==> src/flash_host_cfg.svh <==
// Constants for the flash host controller: widths, timing, bit positions, command codes
`ifndef FLASH_HOST_CFG_SVH
`define FLASH_HOST_CFG_SVH

// Bus widths
`define FLH_ADDR_W 21
`define FLH_DATA_W 8

// Clock period and pin timing in ns
`define FLH_CLK_NS       40
`define FLH_T_WP_NS      65
`define FLH_T_ACC_NS     150
`define FLH_T_RST_LOW_NS 20000
`define FLH_T_RST_HI_NS  50

// Derived cycle counts, least times rounded up
`define FLH_WP_CYC      ((`FLH_T_WP_NS + `FLH_CLK_NS - 1) / `FLH_CLK_NS)
`define FLH_SYNC_CYC    2
`define FLH_ACC_CYC     (((`FLH_T_ACC_NS + `FLH_CLK_NS - 1) / `FLH_CLK_NS) + `FLH_SYNC_CYC)
`define FLH_RST_LOW_CYC ((`FLH_T_RST_LOW_NS + `FLH_CLK_NS - 1) / `FLH_CLK_NS)
`define FLH_RST_HI_CYC  ((`FLH_T_RST_HI_NS + `FLH_CLK_NS - 1) / `FLH_CLK_NS)
`define FLH_CNT_W       10
`define FLH_CYC_CNT_W   4

// Status bit positions on the data bus
`define FLH_POLL_BIT 7
`define FLH_TOG1_BIT 6
`define FLH_TEX_BIT  5
`define FLH_TMR_BIT  3
`define FLH_TOG2_BIT 2

// Command sequence addresses and data codes
`define FLH_UNLOCK_A1 21'h000555
`define FLH_UNLOCK_A2 21'h0002AA
`define FLH_UNLOCK_D1 8'hAA
`define FLH_UNLOCK_D2 8'h55
`define FLH_CODE_PROG 8'hA0
`define FLH_CODE_ERS  8'h80
`define FLH_CODE_SECT 8'h30
`define FLH_CODE_CHIP 8'h10
`define FLH_CODE_SUSP 8'hB0
`define FLH_CODE_RES  8'h30
`define FLH_CODE_RST  8'hF0

`endif

==> src/flash_host_pkg.sv <==
// Types and sequence helpers for the flash host controller
`include "flash_host_cfg.svh"

package flash_host_pkg;

	typedef logic [`FLH_ADDR_W-1:0] addr_t;
	typedef logic [`FLH_DATA_W-1:0] data_t;

	// User commands
	typedef enum logic [3:0] {
		CMD_READ, CMD_PROGRAM, CMD_SECTOR_ERASE, CMD_ADD_SECTOR, CMD_CHIP_ERASE,
		CMD_SUSPEND, CMD_RESUME, CMD_RESET, CMD_POLL, CMD_HW_RESET
	} cmd_t;

	// Sequencer states
	typedef enum logic [3:0] {
		M_IDLE, M_RST_LOW, M_RST_HIGH, M_SEQ, M_ACC1, M_ACC2, M_TIMER,
		M_PRE, M_POST, M_POLL, M_POLL_RE, M_ABORT, M_READ, M_FIN
	} main_state_t;

	// Pin cycle states
	typedef enum logic [2:0] {
		C_IDLE, C_SETUP, C_PULSE, C_HOLD, C_READ, C_RECOV
	} cyc_state_t;

	// Index of the last write of a command sequence
	function automatic logic [2:0] seq_last(input cmd_t k);
		case (k)
			CMD_PROGRAM:      seq_last = 3'h3;
			CMD_SECTOR_ERASE: seq_last = 3'h5;
			CMD_CHIP_ERASE:   seq_last = 3'h5;
			default:          seq_last = 3'h0;
		endcase
	endfunction

	// Address and data of one write of a command sequence
	function automatic logic [`FLH_ADDR_W+`FLH_DATA_W-1:0] seq_word(input cmd_t k,
		input logic [2:0] s, input addr_t a, input data_t d);
		logic [`FLH_ADDR_W+`FLH_DATA_W-1:0] w;
		w = {a, `FLH_CODE_RST};
		case (k)
			CMD_PROGRAM: begin
				case (s)
					3'h0:    w = {`FLH_UNLOCK_A1, `FLH_UNLOCK_D1};
					3'h1:    w = {`FLH_UNLOCK_A2, `FLH_UNLOCK_D2};
					3'h2:    w = {`FLH_UNLOCK_A1, `FLH_CODE_PROG};
					default: w = {a, d};
				endcase
			end
			CMD_SECTOR_ERASE, CMD_CHIP_ERASE: begin
				case (s)
					3'h0, 3'h3: w = {`FLH_UNLOCK_A1, `FLH_UNLOCK_D1};
					3'h1, 3'h4: w = {`FLH_UNLOCK_A2, `FLH_UNLOCK_D2};
					3'h2:       w = {`FLH_UNLOCK_A1, `FLH_CODE_ERS};
					default:    w = (k == CMD_CHIP_ERASE) ? {`FLH_UNLOCK_A1, `FLH_CODE_CHIP}
					                                      : {a, `FLH_CODE_SECT};
				endcase
			end
			CMD_ADD_SECTOR: w = {a, `FLH_CODE_SECT};
			CMD_SUSPEND:    w = {a, `FLH_CODE_SUSP};
			CMD_RESUME:     w = {a, `FLH_CODE_RES};
			default:        w = {a, `FLH_CODE_RST};
		endcase
		return w;
	endfunction

endpackage

==> src/flash_cyc_if.sv <==
// Carrier between sequencer and pin cycle engine
interface flash_cyc_if;
	logic                  req;
	logic                  write;
	flash_host_pkg::addr_t addr;
	flash_host_pkg::data_t wdata;
	logic                  ack;
	flash_host_pkg::data_t rdata;

	modport ctrl   (output req, write, addr, wdata, input ack, rdata);
	modport engine (input req, write, addr, wdata, output ack, rdata);
endinterface

==> src/flash_bus_cycle.sv <==
// Pin cycle engine: one write or read cycle on the flash pins per request
`include "flash_host_cfg.svh"

module flash_bus_cycle (
	input  wire logic                  clk_sys_in,
	input  wire logic                  rst_in,
	input  wire logic                  ce_in,
	flash_cyc_if.engine                cyc,
	input  wire flash_host_pkg::data_t flash_data_in,
	output logic [`FLH_ADDR_W-1:0]     flash_addr_out,
	output logic [`FLH_DATA_W-1:0]     flash_data_out,
	output logic                       flash_data_oe_n_out,
	output logic                       flash_chip_select_n_out,
	output logic                       flash_write_strobe_n_out,
	output logic                       flash_output_enable_n_out
);

	flash_host_pkg::cyc_state_t  state_reg, state_next;
	logic [`FLH_CYC_CNT_W-1:0]   cnt_reg, cnt_next;
	flash_host_pkg::addr_t       addr_reg, addr_next;
	flash_host_pkg::data_t       wdata_reg, wdata_next;
	flash_host_pkg::data_t       rdata_reg, rdata_next;
	flash_host_pkg::data_t       din_s1_reg, din_s2_reg;
	logic                        doe_n_reg, doe_n_next;
	logic                        cs_n_reg, cs_n_next;
	logic                        we_n_reg, we_n_next;
	logic                        oe_n_reg, oe_n_next;
	logic                        ack_reg, ack_next;

	assign cyc.ack                   = ack_reg;
	assign cyc.rdata                 = rdata_reg;
	assign flash_addr_out            = addr_reg;
	assign flash_data_out            = wdata_reg;
	assign flash_data_oe_n_out       = doe_n_reg;
	assign flash_chip_select_n_out   = cs_n_reg;
	assign flash_write_strobe_n_out  = we_n_reg;
	assign flash_output_enable_n_out = oe_n_reg;

	// Next pin levels for the current cycle phase
	always_comb begin
		state_next = state_reg;
		cnt_next   = cnt_reg;
		addr_next  = addr_reg;
		wdata_next = wdata_reg;
		rdata_next = rdata_reg;
		doe_n_next = doe_n_reg;
		cs_n_next  = cs_n_reg;
		we_n_next  = we_n_reg;
		oe_n_next  = oe_n_reg;
		ack_next   = 1'b0;
		case (state_reg)
			flash_host_pkg::C_IDLE: begin
				if (cyc.req) begin
					addr_next = cyc.addr;
					cs_n_next = 1'b0;
					cnt_next  = '0;
					if (cyc.write) begin
						wdata_next = cyc.wdata;
						doe_n_next = 1'b0;
						state_next = flash_host_pkg::C_SETUP;
					end else begin
						oe_n_next  = 1'b0;
						state_next = flash_host_pkg::C_READ;
					end
				end
			end
			flash_host_pkg::C_SETUP: begin
				we_n_next  = 1'b0;
				state_next = flash_host_pkg::C_PULSE;
			end
			flash_host_pkg::C_PULSE: begin
				cnt_next = cnt_reg + 1'b1;
				if (cnt_reg == `FLH_CYC_CNT_W'(`FLH_WP_CYC - 1)) begin
					we_n_next  = 1'b1;
					state_next = flash_host_pkg::C_HOLD;
				end
			end
			flash_host_pkg::C_HOLD: begin
				cs_n_next  = 1'b1;
				doe_n_next = 1'b1;
				state_next = flash_host_pkg::C_RECOV;
			end
			flash_host_pkg::C_READ: begin
				cnt_next = cnt_reg + 1'b1;
				if (cnt_reg == `FLH_CYC_CNT_W'(`FLH_ACC_CYC - 1)) begin
					rdata_next = din_s2_reg;
					cs_n_next  = 1'b1;
					oe_n_next  = 1'b1;
					state_next = flash_host_pkg::C_RECOV;
				end
			end
			flash_host_pkg::C_RECOV: begin
				ack_next   = 1'b1;
				state_next = flash_host_pkg::C_IDLE;
			end
			default: state_next = flash_host_pkg::C_IDLE;
		endcase
	end

	// Registers, plus two-stage sampling of the data pins
	always_ff @(posedge clk_sys_in) begin
		if (rst_in) begin
			state_reg  <= flash_host_pkg::C_IDLE;
			cnt_reg    <= '0;
			addr_reg   <= '0;
			wdata_reg  <= '0;
			rdata_reg  <= '0;
			din_s1_reg <= '0;
			din_s2_reg <= '0;
			doe_n_reg  <= 1'b1;
			cs_n_reg   <= 1'b1;
			we_n_reg   <= 1'b1;
			oe_n_reg   <= 1'b1;
			ack_reg    <= 1'b0;
		end else if (ce_in) begin
			state_reg  <= state_next;
			cnt_reg    <= cnt_next;
			addr_reg   <= addr_next;
			wdata_reg  <= wdata_next;
			rdata_reg  <= rdata_next;
			din_s1_reg <= flash_data_in;
			din_s2_reg <= din_s1_reg;
			doe_n_reg  <= doe_n_next;
			cs_n_reg   <= cs_n_next;
			we_n_reg   <= we_n_next;
			oe_n_reg   <= oe_n_next;
			ack_reg    <= ack_next;
		end
	end

endmodule

==> src/flash_erase_window_status.sv <==
// Host-side flash controller: command sequences, erase window checks, status polling
`include "flash_host_cfg.svh"

module flash_erase_window_status (
	input  wire logic                  clk_sys_in,
	input  wire logic                  rst_in,
	input  wire logic                  ce_in,
	input  wire logic                  cmd_valid_in,
	input  wire flash_host_pkg::cmd_t  cmd_in,
	input  wire flash_host_pkg::addr_t addr_in,
	input  wire flash_host_pkg::data_t data_in,
	output logic                       cmd_ready_out,
	output logic                       done_out,
	output logic                       fail_out,
	output logic                       not_accepted_out,
	output logic                       window_open_out,
	output logic                       busy_out,
	output logic [`FLH_DATA_W-1:0]     rd_data_out,
	input  wire flash_host_pkg::data_t flash_data_in,
	input  wire logic                  ready_busy_in,
	output logic [`FLH_ADDR_W-1:0]     flash_addr_out,
	output logic [`FLH_DATA_W-1:0]     flash_data_out,
	output logic                       flash_data_oe_n_out,
	output logic                       flash_chip_select_n_out,
	output logic                       flash_write_strobe_n_out,
	output logic                       flash_output_enable_n_out,
	output logic                       flash_reset_n_out
);

	flash_cyc_if cyc ();

	flash_host_pkg::main_state_t state_reg, state_next;
	flash_host_pkg::cmd_t        kind_reg, kind_next;
	logic [2:0]                  step_reg, step_next;
	logic [`FLH_CNT_W-1:0]       cnt_reg, cnt_next;
	flash_host_pkg::addr_t       addr_reg, addr_next;
	flash_host_pkg::data_t       wdata_reg, wdata_next;
	flash_host_pkg::addr_t       caddr_reg, caddr_next;
	flash_host_pkg::data_t       cdata_reg, cdata_next;
	flash_host_pkg::data_t       rd_reg, rd_next;
	logic                        req_reg, req_next;
	logic                        wr_reg, wr_next;
	logic                        pend_reg, pend_next;
	logic                        tog_reg, tog_next;
	logic                        ready_reg, ready_next;
	logic                        done_reg, done_next;
	logic                        fail_reg, fail_next;
	logic                        nacc_reg, nacc_next;
	logic                        win_reg, win_next;
	logic                        rstn_reg, rstn_next;
	logic                        rb_s1_reg, rb_s2_reg, busy_reg;
	logic                        is_io, io_wr, got, expect_bit;
	flash_host_pkg::addr_t       io_a;
	flash_host_pkg::data_t       io_d;
	flash_host_pkg::data_t       dat;

	assign cyc.req                   = req_reg;
	assign cyc.write                 = wr_reg;
	assign cyc.addr                  = caddr_reg;
	assign cyc.wdata                 = cdata_reg;
	assign cmd_ready_out             = ready_reg;
	assign done_out                  = done_reg;
	assign fail_out                  = fail_reg;
	assign not_accepted_out          = nacc_reg;
	assign window_open_out           = win_reg;
	assign busy_out                  = busy_reg;
	assign rd_data_out               = rd_reg;
	assign flash_reset_n_out         = rstn_reg;

	// Pin cycle engine
	flash_bus_cycle u_flash_bus_cycle (
		.clk_sys_in                (clk_sys_in),
		.rst_in                    (rst_in),
		.ce_in                     (ce_in),
		.cyc                       (cyc.engine),
		.flash_data_in             (flash_data_in),
		.flash_addr_out            (flash_addr_out),
		.flash_data_out            (flash_data_out),
		.flash_data_oe_n_out       (flash_data_oe_n_out),
		.flash_chip_select_n_out   (flash_chip_select_n_out),
		.flash_write_strobe_n_out  (flash_write_strobe_n_out),
		.flash_output_enable_n_out (flash_output_enable_n_out)
	);

	// Pin cycle chosen by the current state
	always_comb begin
		is_io = 1'b1;
		io_wr = 1'b0;
		io_a  = addr_reg; // Status reads stay inside the sector of interest
		io_d  = wdata_reg;
		case (state_reg)
			flash_host_pkg::M_SEQ: begin
				io_wr        = 1'b1;
				{io_a, io_d} = flash_host_pkg::seq_word(kind_reg, step_reg, addr_reg,
				                                         wdata_reg);
			end
			flash_host_pkg::M_ABORT: begin
				io_wr = 1'b1;
				io_d  = `FLH_CODE_RST;
			end
			flash_host_pkg::M_ACC1, flash_host_pkg::M_ACC2, flash_host_pkg::M_TIMER,
			flash_host_pkg::M_PRE, flash_host_pkg::M_POST, flash_host_pkg::M_POLL,
			flash_host_pkg::M_POLL_RE, flash_host_pkg::M_READ: is_io = 1'b1;
			default: is_io = 1'b0;
		endcase
	end

	// Sequencer next state
	always_comb begin
		state_next = state_reg;
		kind_next  = kind_reg;
		step_next  = step_reg;
		cnt_next   = cnt_reg;
		addr_next  = addr_reg;
		wdata_next = wdata_reg;
		caddr_next = caddr_reg;
		cdata_next = cdata_reg;
		rd_next    = rd_reg;
		wr_next    = wr_reg;
		pend_next  = pend_reg;
		tog_next   = tog_reg;
		ready_next = 1'b0;
		nacc_next  = nacc_reg;
		win_next   = win_reg;
		fail_next  = fail_reg;
		rstn_next  = rstn_reg;
		req_next   = 1'b0;
		done_next  = 1'b0;
		dat        = cyc.rdata;
		got        = pend_reg && cyc.ack;
		// Program expects true data on the poll bit, erase expects a one
		expect_bit = (kind_reg == flash_host_pkg::CMD_PROGRAM) ? wdata_reg[`FLH_POLL_BIT] : 1'b1;
		if (is_io && !pend_reg) begin
			req_next   = 1'b1;
			pend_next  = 1'b1;
			wr_next    = io_wr;
			caddr_next = io_a;
			cdata_next = io_d;
		end
		if (got) begin
			pend_next = 1'b0;
		end
		case (state_reg)
			flash_host_pkg::M_IDLE: begin
				ready_next = 1'b1;
				if (cmd_valid_in && ready_reg) begin
					ready_next = 1'b0;
					kind_next  = cmd_in;
					addr_next  = addr_in;
					wdata_next = data_in;
					step_next  = 3'h0;
					nacc_next  = 1'b0;
					fail_next  = 1'b0;
					cnt_next   = '0;
					case (cmd_in)
						flash_host_pkg::CMD_HW_RESET: begin
							rstn_next  = 1'b0;
							state_next = flash_host_pkg::M_RST_LOW;
						end
						flash_host_pkg::CMD_READ:       state_next = flash_host_pkg::M_READ;
						flash_host_pkg::CMD_POLL:       state_next = flash_host_pkg::M_POLL;
						flash_host_pkg::CMD_ADD_SECTOR: state_next = flash_host_pkg::M_PRE;
						default:                        state_next = flash_host_pkg::M_SEQ;
					endcase
				end
			end
			flash_host_pkg::M_SEQ: begin
				if (got) begin
					step_next = step_reg + 3'h1;
					if (step_reg == flash_host_pkg::seq_last(kind_reg)) begin
						case (kind_reg)
							flash_host_pkg::CMD_PROGRAM: state_next = flash_host_pkg::M_POLL;
							flash_host_pkg::CMD_CHIP_ERASE: begin
								win_next   = 1'b0; // No acceptance window for chip erase
								state_next = flash_host_pkg::M_POLL;
							end
							flash_host_pkg::CMD_SECTOR_ERASE: state_next = flash_host_pkg::M_ACC1;
							flash_host_pkg::CMD_ADD_SECTOR:   state_next = flash_host_pkg::M_POST;
							default:                          state_next = flash_host_pkg::M_FIN;
						endcase
					end
				end
			end
			// Acceptance check by two toggle-bit reads
			flash_host_pkg::M_ACC1: begin
				if (got) begin
					tog_next   = dat[`FLH_TOG1_BIT];
					state_next = flash_host_pkg::M_ACC2;
				end
			end
			flash_host_pkg::M_ACC2: begin
				if (got) begin
					if (dat[`FLH_TOG1_BIT] != tog_reg) begin
						state_next = flash_host_pkg::M_TIMER;
					end else begin
						nacc_next  = 1'b1;
						fail_next  = 1'b1;
						state_next = flash_host_pkg::M_FIN;
					end
				end
			end
			// Timer bit low means the window is still open
			flash_host_pkg::M_TIMER: begin
				if (got) begin
					win_next   = ~dat[`FLH_TMR_BIT];
					state_next = flash_host_pkg::M_FIN;
				end
			end
			// Check before an added sector; refuse once erase has begun
			flash_host_pkg::M_PRE: begin
				if (got) begin
					if (dat[`FLH_TMR_BIT]) begin
						win_next   = 1'b0;
						nacc_next  = 1'b1;
						fail_next  = 1'b1;
						state_next = flash_host_pkg::M_FIN;
					end else begin
						state_next = flash_host_pkg::M_SEQ;
					end
				end
			end
			// Check after an added sector; the device restarts its window
			flash_host_pkg::M_POST: begin
				if (got) begin
					if (dat[`FLH_TMR_BIT]) begin
						win_next  = 1'b0;
						nacc_next = 1'b1;
					end
					state_next = flash_host_pkg::M_FIN;
				end
			end
			// Data polling until done or timing exceeded
			flash_host_pkg::M_POLL: begin
				if (got) begin
					win_next = 1'b0;
					if (dat[`FLH_POLL_BIT] == expect_bit) begin
						state_next = flash_host_pkg::M_FIN;
					end else if (dat[`FLH_TEX_BIT]) begin
						state_next = flash_host_pkg::M_POLL_RE;
					end
				end
			end
			// Recheck once, since the poll bit may flip as the limit bit rises
			flash_host_pkg::M_POLL_RE: begin
				if (got) begin
					if (dat[`FLH_POLL_BIT] == expect_bit) begin
						state_next = flash_host_pkg::M_FIN;
					end else begin
						state_next = flash_host_pkg::M_ABORT;
					end
				end
			end
			flash_host_pkg::M_ABORT: begin
				if (got) begin
					fail_next  = 1'b1;
					state_next = flash_host_pkg::M_FIN;
				end
			end
			// Plain array read
			flash_host_pkg::M_READ: begin
				if (got) begin
					rd_next    = dat;
					state_next = flash_host_pkg::M_FIN;
				end
			end
			// Reset pin low long enough for standby and for ready
			flash_host_pkg::M_RST_LOW: begin
				cnt_next = cnt_reg + 1'b1;
				win_next = 1'b0;
				if (cnt_reg == `FLH_CNT_W'(`FLH_RST_LOW_CYC - 1)) begin
					rstn_next  = 1'b1;
					cnt_next   = '0;
					state_next = flash_host_pkg::M_RST_HIGH;
				end
			end
			flash_host_pkg::M_RST_HIGH: begin
				cnt_next = cnt_reg + 1'b1;
				if (cnt_reg == `FLH_CNT_W'(`FLH_RST_HI_CYC - 1)) begin
					state_next = flash_host_pkg::M_FIN;
				end
			end
			flash_host_pkg::M_FIN: begin
				done_next  = 1'b1;
				state_next = flash_host_pkg::M_IDLE;
			end
			default: state_next = flash_host_pkg::M_IDLE;
		endcase
	end

	// Sequencer registers and ready/busy pin synchroniser
	always_ff @(posedge clk_sys_in) begin
		if (rst_in) begin
			state_reg <= flash_host_pkg::M_IDLE;
			kind_reg  <= flash_host_pkg::CMD_READ;
			step_reg  <= 3'h0;
			cnt_reg   <= '0;
			addr_reg  <= '0;
			wdata_reg <= '0;
			caddr_reg <= '0;
			cdata_reg <= '0;
			rd_reg    <= '0;
			req_reg   <= 1'b0;
			wr_reg    <= 1'b0;
			pend_reg  <= 1'b0;
			tog_reg   <= 1'b0;
			ready_reg <= 1'b0;
			done_reg  <= 1'b0;
			fail_reg  <= 1'b0;
			nacc_reg  <= 1'b0;
			win_reg   <= 1'b0;
			rstn_reg  <= 1'b1;
			rb_s1_reg <= 1'b1;
			rb_s2_reg <= 1'b1;
			busy_reg  <= 1'b0;
		end else if (ce_in) begin
			state_reg <= state_next;
			kind_reg  <= kind_next;
			step_reg  <= step_next;
			cnt_reg   <= cnt_next;
			addr_reg  <= addr_next;
			wdata_reg <= wdata_next;
			caddr_reg <= caddr_next;
			cdata_reg <= cdata_next;
			rd_reg    <= rd_next;
			req_reg   <= req_next;
			wr_reg    <= wr_next;
			pend_reg  <= pend_next;
			tog_reg   <= tog_next;
			ready_reg <= ready_next;
			done_reg  <= done_next;
			fail_reg  <= fail_next;
			nacc_reg  <= nacc_next;
			win_reg   <= win_next;
			rstn_reg  <= rstn_next;
			rb_s1_reg <= ready_busy_in;
			rb_s2_reg <= rb_s1_reg;
			busy_reg  <= ~rb_s2_reg;
		end
	end

endmodule

==> config.mk <==
export PLATFORM = sky130hd
export DESIGN_NAME = flash_erase_window_status
export DESIGN_NICKNAME = d
export VERILOG_FILES = /design/src/flash_host_pkg.sv /design/src/flash_cyc_if.sv /design/src/flash_bus_cycle.sv /design/src/flash_erase_window_status.sv
export VERILOG_INCLUDE_DIRS = /design/src
export SDC_FILE = /design/constraint.sdc
export NUM_CORES = 1
export LEC_CHECK = 0
export BUFFER_PORTS_ARGS = -buffer_cell sky130_fd_sc_hd__buf_2
export CORE_UTILIZATION = 35
export CTS_CLUSTER_SIZE = 24
export DETAILED_ROUTE_END_ITERATION = 10
export GPL_TIMING_DRIVEN = 0
export SYNTH_ARGS = -nofsm -noshare
export SYNTH_HDL_FRONTEND = slang
export SYNTH_HIERARCHICAL = 1
export SYNTH_SLANG_ARGS = --single-unit
export TNS_END_PERCENT = 10
==> constraint.sdc <==
create_clock -name clk_sys_in -period 3.9 [get_ports clk_sys_in]
set_clock_uncertainty 0.15 [all_clocks]
set_input_delay 0.195 -clock clk_sys_in [delete_from_list [all_inputs] [get_ports clk_sys_in]]
set_output_delay 0.195 -clock clk_sys_in [all_outputs]
set_load 0.02 [all_outputs]
* Word level (Yosys, flattened, before mapping)
Cells that the tools add are included.
** Storage, ports and cells
- Bits in registers :: 165
- Input bits :: 46
- Output and inout port bits :: 48
- Logic and storage cells :: 235
** Cells by class
- Add/subtract/negate cells :: 3
- Equal/unequal tests :: 63
- Mux-type cells :: 82
- Bitwise gates (word level) :: 2
- Reduce and logical (&&, ||, !) cells :: 51
** Operator list (count)
- $pmux 29 s3 :: 2
- $pmux 29 s4 :: 1
- $mux 4 :: 16
- $pmux 4 s10 :: 1
- $ne 2x2->1 const B :: 17
- $mux 1 :: 33
- $eq 4x3->1 const B :: 8
- $eq 4x4->1 const B :: 8
- $pmux 10 s3 :: 1
- $mux 29 :: 1
- $mux 3 :: 9
- $reduce_and 3->1 :: 8
- $mux 21 :: 1
- $eq 4x2->1 const B :: 5
- $mux 10 :: 2
- $reduce_and 4->1 :: 5
- $pmux 4 s4 :: 1
- $pmux 8 s2 :: 1
- $reduce_or 2->1 :: 8
- $pmux 3 s5 :: 1
- $ne 2x1->1 const B :: 7
- $reduce_bool 2->1 :: 7
- $reduce_and 13->1 :: 1
- $eq 3x2->1 const B :: 4
- 34 further kinds :: 53

* Depth between registers and ports, before layout
Gate-level depths: netlist (run 1).
- Word-level depth :: 9
- Gate-level depth with buffers :: 10
- Gate-level depth less buffers :: 8

* Hierarchy
Netlist (run 1), hierarchy kept.
** Modules (own cells, without submodules)
- flash_erase_window_status :: times used 1, cells each 633, area an instance 4996.0 um2, seq. area each 2001.9 um2
- flash_bus_cycle :: times used 1, cells each 319, area an instance 2840.2 um2, seq. area each 1301.2 um2

* Least setup slack after synthesis (run 1)
No wires, ideal clock.
- Path type :: register -> register
- Start point :: reg step_reg[2]
- End point :: reg caddr_reg[5]
- Setup time :: 86 ps
- Arrival time :: 2244 ps
- Required time :: 3664 ps
- Path slack :: 1420 ps
- Stages on the path, launching flop included :: 11
- Path buffers :: 2
- Clock period less this slack :: 2480 ps
- Path through :: dfxtp_1 > clkbuf_1 > clkbuf_1 > inv_1 > ha_1 > nor2_1 > mux2i_1 > nor4_1 > o21ai_0 > a21o_1 > a211oi_1
** On the way
- Cells in the longest elaborated chain, start to end :: 5
- Elaborated cells between the ends (all ways) :: 11
- Those cells by class :: eq/ne: 4; mux: 4; reduce/logical: 3
** RTL lines
- start, declared :: line flash_erase_window_status.sv:34 : logic [2:0] step_reg, step_next;
- start signal, assigned :: line flash_erase_window_status.sv:318 : step_reg <= step_next;
- $eq 3x1->1, or another cell as far along :: line flash_host_pkg.sv:43, flash_host_pkg.sv:51
- $reduce_or 2->1 :: line flash_host_pkg.sv:51 : case (s)
- $pmux 29 s3 :: line flash_host_pkg.sv:51
- $pmux 29 s4 (*) :: line flash_host_pkg.sv:41 : case (k)
- $mux 21 (*) :: line flash_erase_window_status.sv:91 : case (state_reg)
- end signal, assigned :: line flash_erase_window_status.sv:322 : caddr_reg <= caddr_next;
- end, declared :: line flash_erase_window_status.sv:38 : flash_host_pkg::addr_t caddr_reg, caddr_next;
Mark *: on every way between the ends. The rest lies on a longest branch, timed or not.
A chain may end at the register's enable or synchronous reset.

* Worst setup path in the final report (run 1)
Ends and elaborated chain as after synthesis.

==> impl_metrics.csv, run 1 <==
group,metric,value,unit
setup_path,startpoint_type,"flip-flop",
finish,fillCellCount,2215,
sta,worst_pin_slew,0.9005,ns
routing,num_vias,7615,
sta,fmax,303.8,MHz
power,peakVddDrop,0.0003359,V
finish,area_growth,23.82,%
synth,syn_area,0.007836,mm²
placement,place_congestion,0.9477,
finish,final_common_cell,"dfxtp_1",
synth,yosys.area_share.simple,23.46,%
power,power.total,0.004862,W
finish,diodes,0,
routing,first_iter_violations,625,
power,intPower,0.003210,W
synth,synth-adder-area-share,1.565,%
routing,ant_nets,0,
global_routing,grt_pass1_vias,7091,
power,clkPwrFrac,36.8,%
sta,hold_viol_final,0,
setup_path,r2r_slack,0.61,ns
global_routing,grt_max_degree,17,
setup_path,endpoint_kind,"flip-flop",
synth,synth_cell_type_count,72,
synth,yosysTopAreaCellShare,42.15,%
routing,wl_met2,10910,µm
clock_tree,cts-resized-gates,0,
routing,wl_met3,1551,µm
synth,synth_async_sr_flop_share,0,%
synth,synth_seq_cells,165,
clock_tree,numCtsBuffers,17,
setup_path,r2r_cells,10,
routing,drt-pass1-iter-count,5,
clock_tree,ctsRootBufferMaster,"clkbuf_16",
clock_tree,h-tree-depth,4,
sta,slew_violations,0,
synth,yosys-top-cells-area,"dfxtp_1 (42%), a21oi_1 (6.8%), nand2_1 (4.9%)",
die,rows,54,
sta,fin_crit_sh,84.40,%
run_status,status,"complete, no violations",
synth,ys_seq_area_share,42.15,%
synth,synthCells,952,
sta,max-slew-margin-rel,39.41,%
global_routing,grt_usage,21.26,%
setup_path,required,4.10,ns
global_routing,grt.overflow.total,0,
routing,route.layer.met1.wl,11000,µm
die,die_width,151.6,µm
power,power_density,501.1,mW/mm²
die,start_util,35.80,%
clock_tree,cts_tree,"built",
sta,rsz0062_at_grt,"false",
sta,post-route-min-period,3.292,ns
routing,wl_per_cell,17.03,µm
routing,highest_layer,"met4",
synth,syn_nets,1007,
finish,fin_nets,1162,
flow_run,drv_cap,0,
placement,io_buffers,93,
routing,route.detailed.drc,0,
min_path,hold_depth,4,
placement,dp_hpwl,17140,µm
power,p_leak,3.505,nW
die,die-area,0.02299,mm²
die,pin_count,94,
setup_path,reg2reg_to,"caddr_reg[5]$_SDFFE_PP0P_",
synth,muxShareOfSynthArea,4.854,%
min_path,min-delay-path-class,"in -> reg",
synth,synth_flop_cell,"dfxtp_1",
synth,synth-xor-area-share,1.788,%
power,seqPwrFrac,38.1,%
clock_tree,path_clk_slew,0.07,ns
sta,setup_viol,0,
synth,yosysTopAreaCell,"dfxtp_1",
die,die_y,151.6,µm
synth,syn_avg_cell_area,8.231,µm²
clock_tree,post-cts-setup-buffers,0,
finish,layout_common_cells,"dfxtp_1 (165), buf_2 (108), a21oi_1 (106)",
min_path,min_to,"cmd_ready_out$_SDFFE_PP0P_",
clock_tree,clock_path_buffers,2,
synth,yosysWarnings,6,
synth,synth_top_family_by_area,"simple AND/OR/NAND/NOR gates",
finish,drive_gt1_share,14.02,%
clock_tree,cts.sinks,165,
power,power.switching,0.001652,W
min_path,hold_start,"cmd_valid_in",
clock_tree,insertion_delay,0.44,ns
setup_path,path_max_fanout,10,
finish,final_core_util,44.32,%
setup_path,worstSetupPathType,"reg -> reg",
die,core-area,0.02189,mm²
global_routing,grt_pass1_wl,37530,µm
sta,setup_tns,0,ns
setup_path,r2r_start,"step_reg[2]$_SDFFE_PP0P_",
global_routing,antenna_found_initial,0,
routing,drt-vias-per-instance,5.439,
power,p_comb_share,25.1,%
power,sw_frac_of_total,33.98,%
routing,wl,23850,µm
synth,synth-compound-area-share,21.00,%
setup_path,cp.arrival,3.49,ns
synth,synth_edf_count,0,
## repair_timing
action / in CTS / in global routing
hold endpoints to repair: 43 / 0
hold buffers: 43 / 0
setup endpoints to repair: 0 / 0
## area by class of cell
type	count	area (µm²)	share of cell area [%]
multi-input combinational	690	4126	42.53
sequential	165	3303	34.04
timing repair buffer	136	895.9	9.233
clock buffer	17	425.4	4.384
tap	280	350.3	3.611
buffer	81	346.6	3.572
clock inverter	15	195.2	2.012
inverter	16	60.06	0.6190
## worst max-delay path by stage
stage | from | to | slack, ns | cells past startpoint
after floorplan | step_reg[2]$_SDFFE_PP0P_ | caddr_reg[5]$_SDFFE_PP0P_ | 1.42 | 10
after global placement | step_reg[2]$_SDFFE_PP0P_ | caddr_reg[5]$_SDFFE_PP0P_ | 0.80 | 10
after detailed placement | step_reg[2]$_SDFFE_PP0P_ | caddr_reg[5]$_SDFFE_PP0P_ | 0.76 | 10
after CTS | step_reg[2]$_SDFFE_PP0P_ | caddr_reg[5]$_SDFFE_PP0P_ | 0.72 | 10
after global routing | step_reg[2]$_SDFFE_PP0P_ | caddr_reg[5]$_SDFFE_PP0P_ | 0.28 | 10
final | step_reg[2]$_SDFFE_PP0P_ | caddr_reg[5]$_SDFFE_PP0P_ | 0.61 | 10
## layer usage
layer | vias up | GRT usage [%]
li1 | 3717 | -
met1 | 3603 | 28.00
met2 | 258 | 34.25
met3 | 37 | 4.940
met4 | 0 | 6.386
met5 | - | 1.136
## metrics by stage
stage	hold slack [ns]	worst slack, ns	instances	cell area [µm²]
global route	0.08397	0.2838	1400	9703
global placement	0.2542	0.8019	1325	8652
detailed placement	0.2606	0.7615	1325	8652
finish	0.07575	0.6084	1400	9703
CTS	0.05979	0.7218	1400	9703
floorplan	0.1674	1.420	952	7836
## logic make-up (layout without fill, tap and decap cells)
group | after synthesis | in the layout
AOI/OAI and AO/OA | 265 | 265
xor gates and xnor gates | 16 | 16
adders and majority gates | 10 | 10
buffers and inverters | 97 | 265
DFF | 165 | 165
muxes | 38 | 38
and+or+nand+nor | 361 | 361
## power by group through the flow
stage / clock [W] / sequential (W) / combinational (W)
final: 0.00179 / 0.00185 / 0.00122
after CTS: 0.00183 / 0.00185 / 0.00120
after global routing: 0.00190 / 0.00186 / 0.00133
after floorplan: 0 / 0.00188 / 0.000811
after global placement: 0 / 0.00189 / 0.00116
after detailed placement: 0 / 0.00188 / 0.00116
## cell usage after synthesis, drive strengths merged, types with 9 or more instances
cell type,number
dfxtp,165
a21oi,107
nand2,103
nor2,90
clkbuf,62
o21ai,52
mux2i,38
nand3,33
nand2b,29
nor3,21
buf,19
a22oi,17
inv,14
nand4,14
o31ai,14
nor2b,11
a31oi,10
and2,10
a21o,9
ha,9
## worst max-delay path, stage by stage (launching register included)
cell and delay (ns):
dfxtp_1 0.30, clkbuf_1 0.27, clkbuf_1 0.41, inv_1 0.13, ha_1 0.29, nor2_1 0.11
mux2i_1 0.09, nor4_1 0.71, o21ai_0 0.26, a21o_1 0.25, a211oi_1 0.23
No activity file was read; power rests on OpenSTA's default activity.
==> inputs of run 2 (changes only) <==
clock period = 3.3 ns   (was 3.9 ns; I/O delays follow)
==> run 2 against run 1 <==
Against the previous run: via count decreased by 1.0%; clock power increased by 18%; combinational power up 18%; total power rose by 18%; critical path depth did not move; non-clock buffer count did not move; cell area is essentially flat; sequential power increased by 18%; clock-buffer cell count did not move; cell count unchanged; worst hold slack got worse by 0.028 ns; setup slack got worse by 0.31 ns; critical endpoint unchanged; largest cell class unchanged.
==> impl_metrics.csv, run 2 (synthesis results as in run 1) <==
group,metric,value,unit
run_status,status,"complete, no violations",
finish,area_growth,23.90,%
routing,first_iter_violations,588,
setup_path,startpoint_type,"flip-flop",
clock_tree,numCtsBuffers,17,
sta,rsz0062_at_grt,"false",
finish,drive_gt1_share,14.11,%
routing,wl_per_cell,17.03,µm
power,power.total,0.005744,W
routing,wl,23850,µm
setup_path,cp.arrival,3.20,ns
clock_tree,path_clk_slew,0.07,ns
finish,final_common_cell,"dfxtp_1",
setup_path,cp_slowest_cell,"nor4_2",
global_routing,grt_pass1_vias,7091,
finish,fin_nets,1162,
routing,route.detailed.drc,0,
clock_tree,insertion_delay,0.44,ns
min_path,min-delay-path-class,"in -> reg",
finish,fillCellCount,2212,
clock_tree,cts.sinks,165,
setup_path,path_buf_inv,3,
die,rows,54,
power,peakVddDrop,0.0003968,V
sta,fin_crit_sh,91.09,%
sta,slew_violations,0,
sta,worst_pin_slew,0.8951,ns
global_routing,antenna_found_initial,0,
power,p_leak,3.506,nW
sta,hold_viol_final,0,
setup_path,worstSetupPathType,"reg -> reg",
die,die_width,151.6,µm
clock_tree,post-cts-setup-buffers,0,
setup_path,max_stage_delay,0.48,ns
routing,ant_nets,0,
power,power_density,591.6,mW/mm²
placement,place_ws,0.1615,ns
sta,max-slew-margin-rel,39.78,%
sta,post-route-min-period,3.006,ns
routing,drt-vias-per-instance,5.384,
flow_run,drv_cap,0,
clock_tree,ctsRootBufferMaster,"clkbuf_16",
die,start_util,35.80,%
placement,io_buffers,93,
clock_tree,h-tree-depth,4,
clock_tree,cts_tree,"built",
die,core-area,0.02189,mm²
global_routing,grt_pass1_wl,37530,µm
placement,place_congestion,0.9477,
setup_path,critPathTopFamily,"buffers and inverters",
global_routing,grt.overflow.total,0,
global_routing,grt_max_degree,17,
finish,fin_cells,1400,
die,die-area,0.02299,mm²
clock_tree,clock_path_buffers,2,
die,die_y,151.6,µm
finish,diodes,0,
placement,dp_hpwl,17140,µm
sta,hold-worst-slack,0.04816,ns
sta,setup_tns,0,ns
placement,dp_cells,1325,
routing,drt-pass1-iter-count,5,
setup_path,endpoint_kind,"flip-flop",
setup_path,path_max_fanout,10,
global_routing,grt_usage,21.26,%
setup_path,required,3.50,ns
setup_path,cp_common_cell,"clkbuf_1",
routing,num_vias,7537,
setup_path,worstPathCellList,"clkbuf_1 -> clkbuf_1 -> inv_1 -> ha_1 -> nor2_1 -> mux2i_1 -> nor4_2 -> o21ai_0 -> a21o_1 -> a211oi_1",
sta,fin_ws,0.2941,ns
finish,layout_common_cells,"dfxtp_1 (165), buf_2 (108), a21oi_1 (106)",
sta,setup_viol,0,
sta,fmax,332.7,MHz
die,pin_count,94,
[run 2: cell types whose count changed in the layout (fill, tap and decap cells not counted)]
| cell | before | now |
|---|---|---|
| nor4_2 | 1 | 2 |
| nor4_1 | 5 | 4 |
[run 2: metal layers]
layer  track usage (%)  share of wire [%]
met5             1.136                  0
met3             4.940                6.0
met2             34.25                 46
met4             6.386                1.6
met1             28.00                 47
[run 2: per-stage QoR]
step                util (%)  cell area (µm²)
global route           44.35             9709
global placement       39.52             8652
detailed placement     39.52             8652
finish                 44.35             9709
CTS                    44.32             9703
floorplan                  -             7836
[run 2: worst reg2reg max path, stage by stage (launching register included)]
cell and delay, ns:
dfxtp_1 0.31, clkbuf_1 0.27, clkbuf_1 0.42, inv_1 0.12, ha_1 0.28, nor2_1 0.12, mux2i_1 0.10, nor4_2 0.48
o21ai_0 0.22, a21o_1 0.24, a211oi_1 0.23
[run 2: final cells by class]
type                       instances  area, µm²  area share (%)
buffer                            81      346.6           3.570
clock buffer                      17      425.4           4.381
clock inverter                    15      195.2           2.010
inverter                          16      60.06          0.6186
multi-input combinational        690       4133           42.56
sequential                       165       3303           34.02
tap                              280      350.3           3.608
timing repair buffer             136      895.9           9.227
[run 2: path summary, 6_finish.rpt]
path / start / endpoint / slack [ns] / depth (start not counted)
setup / recovery: step_reg[2]$_SDFFE_PP0P_ / caddr_reg[5]$_SDFFE_PP0P_ / 0.29 / 10
hold / removal: cmd_valid_in / cmd_ready_out$_SDFFE_PP0P_ / 0.05 / 4
setup reg to reg: step_reg[2]$_SDFFE_PP0P_ / caddr_reg[5]$_SDFFE_PP0P_ / 0.29 / 10
hold reg to reg: rb_s2_reg$_SDFFE_PP1P_ / busy_out$_SDFFE_PP0P_ / 0.29 / 1
[run 2: what timing repair did]
item                                    in CTS  in global routing
endpoints found under the hold margin       43                  0
gates resized for setup                      0                  1
endpoints found under the setup margin       0                  2
hold buffers                                43                  0
[run 2: power by group]
group          total [W]  internal, W  switching (W)
clock            0.00211      0.00121       0.000901
combinational    0.00144     0.000485       0.000958
sequential       0.00219      0.00209      0.0000922
total            0.00574      0.00379        0.00195
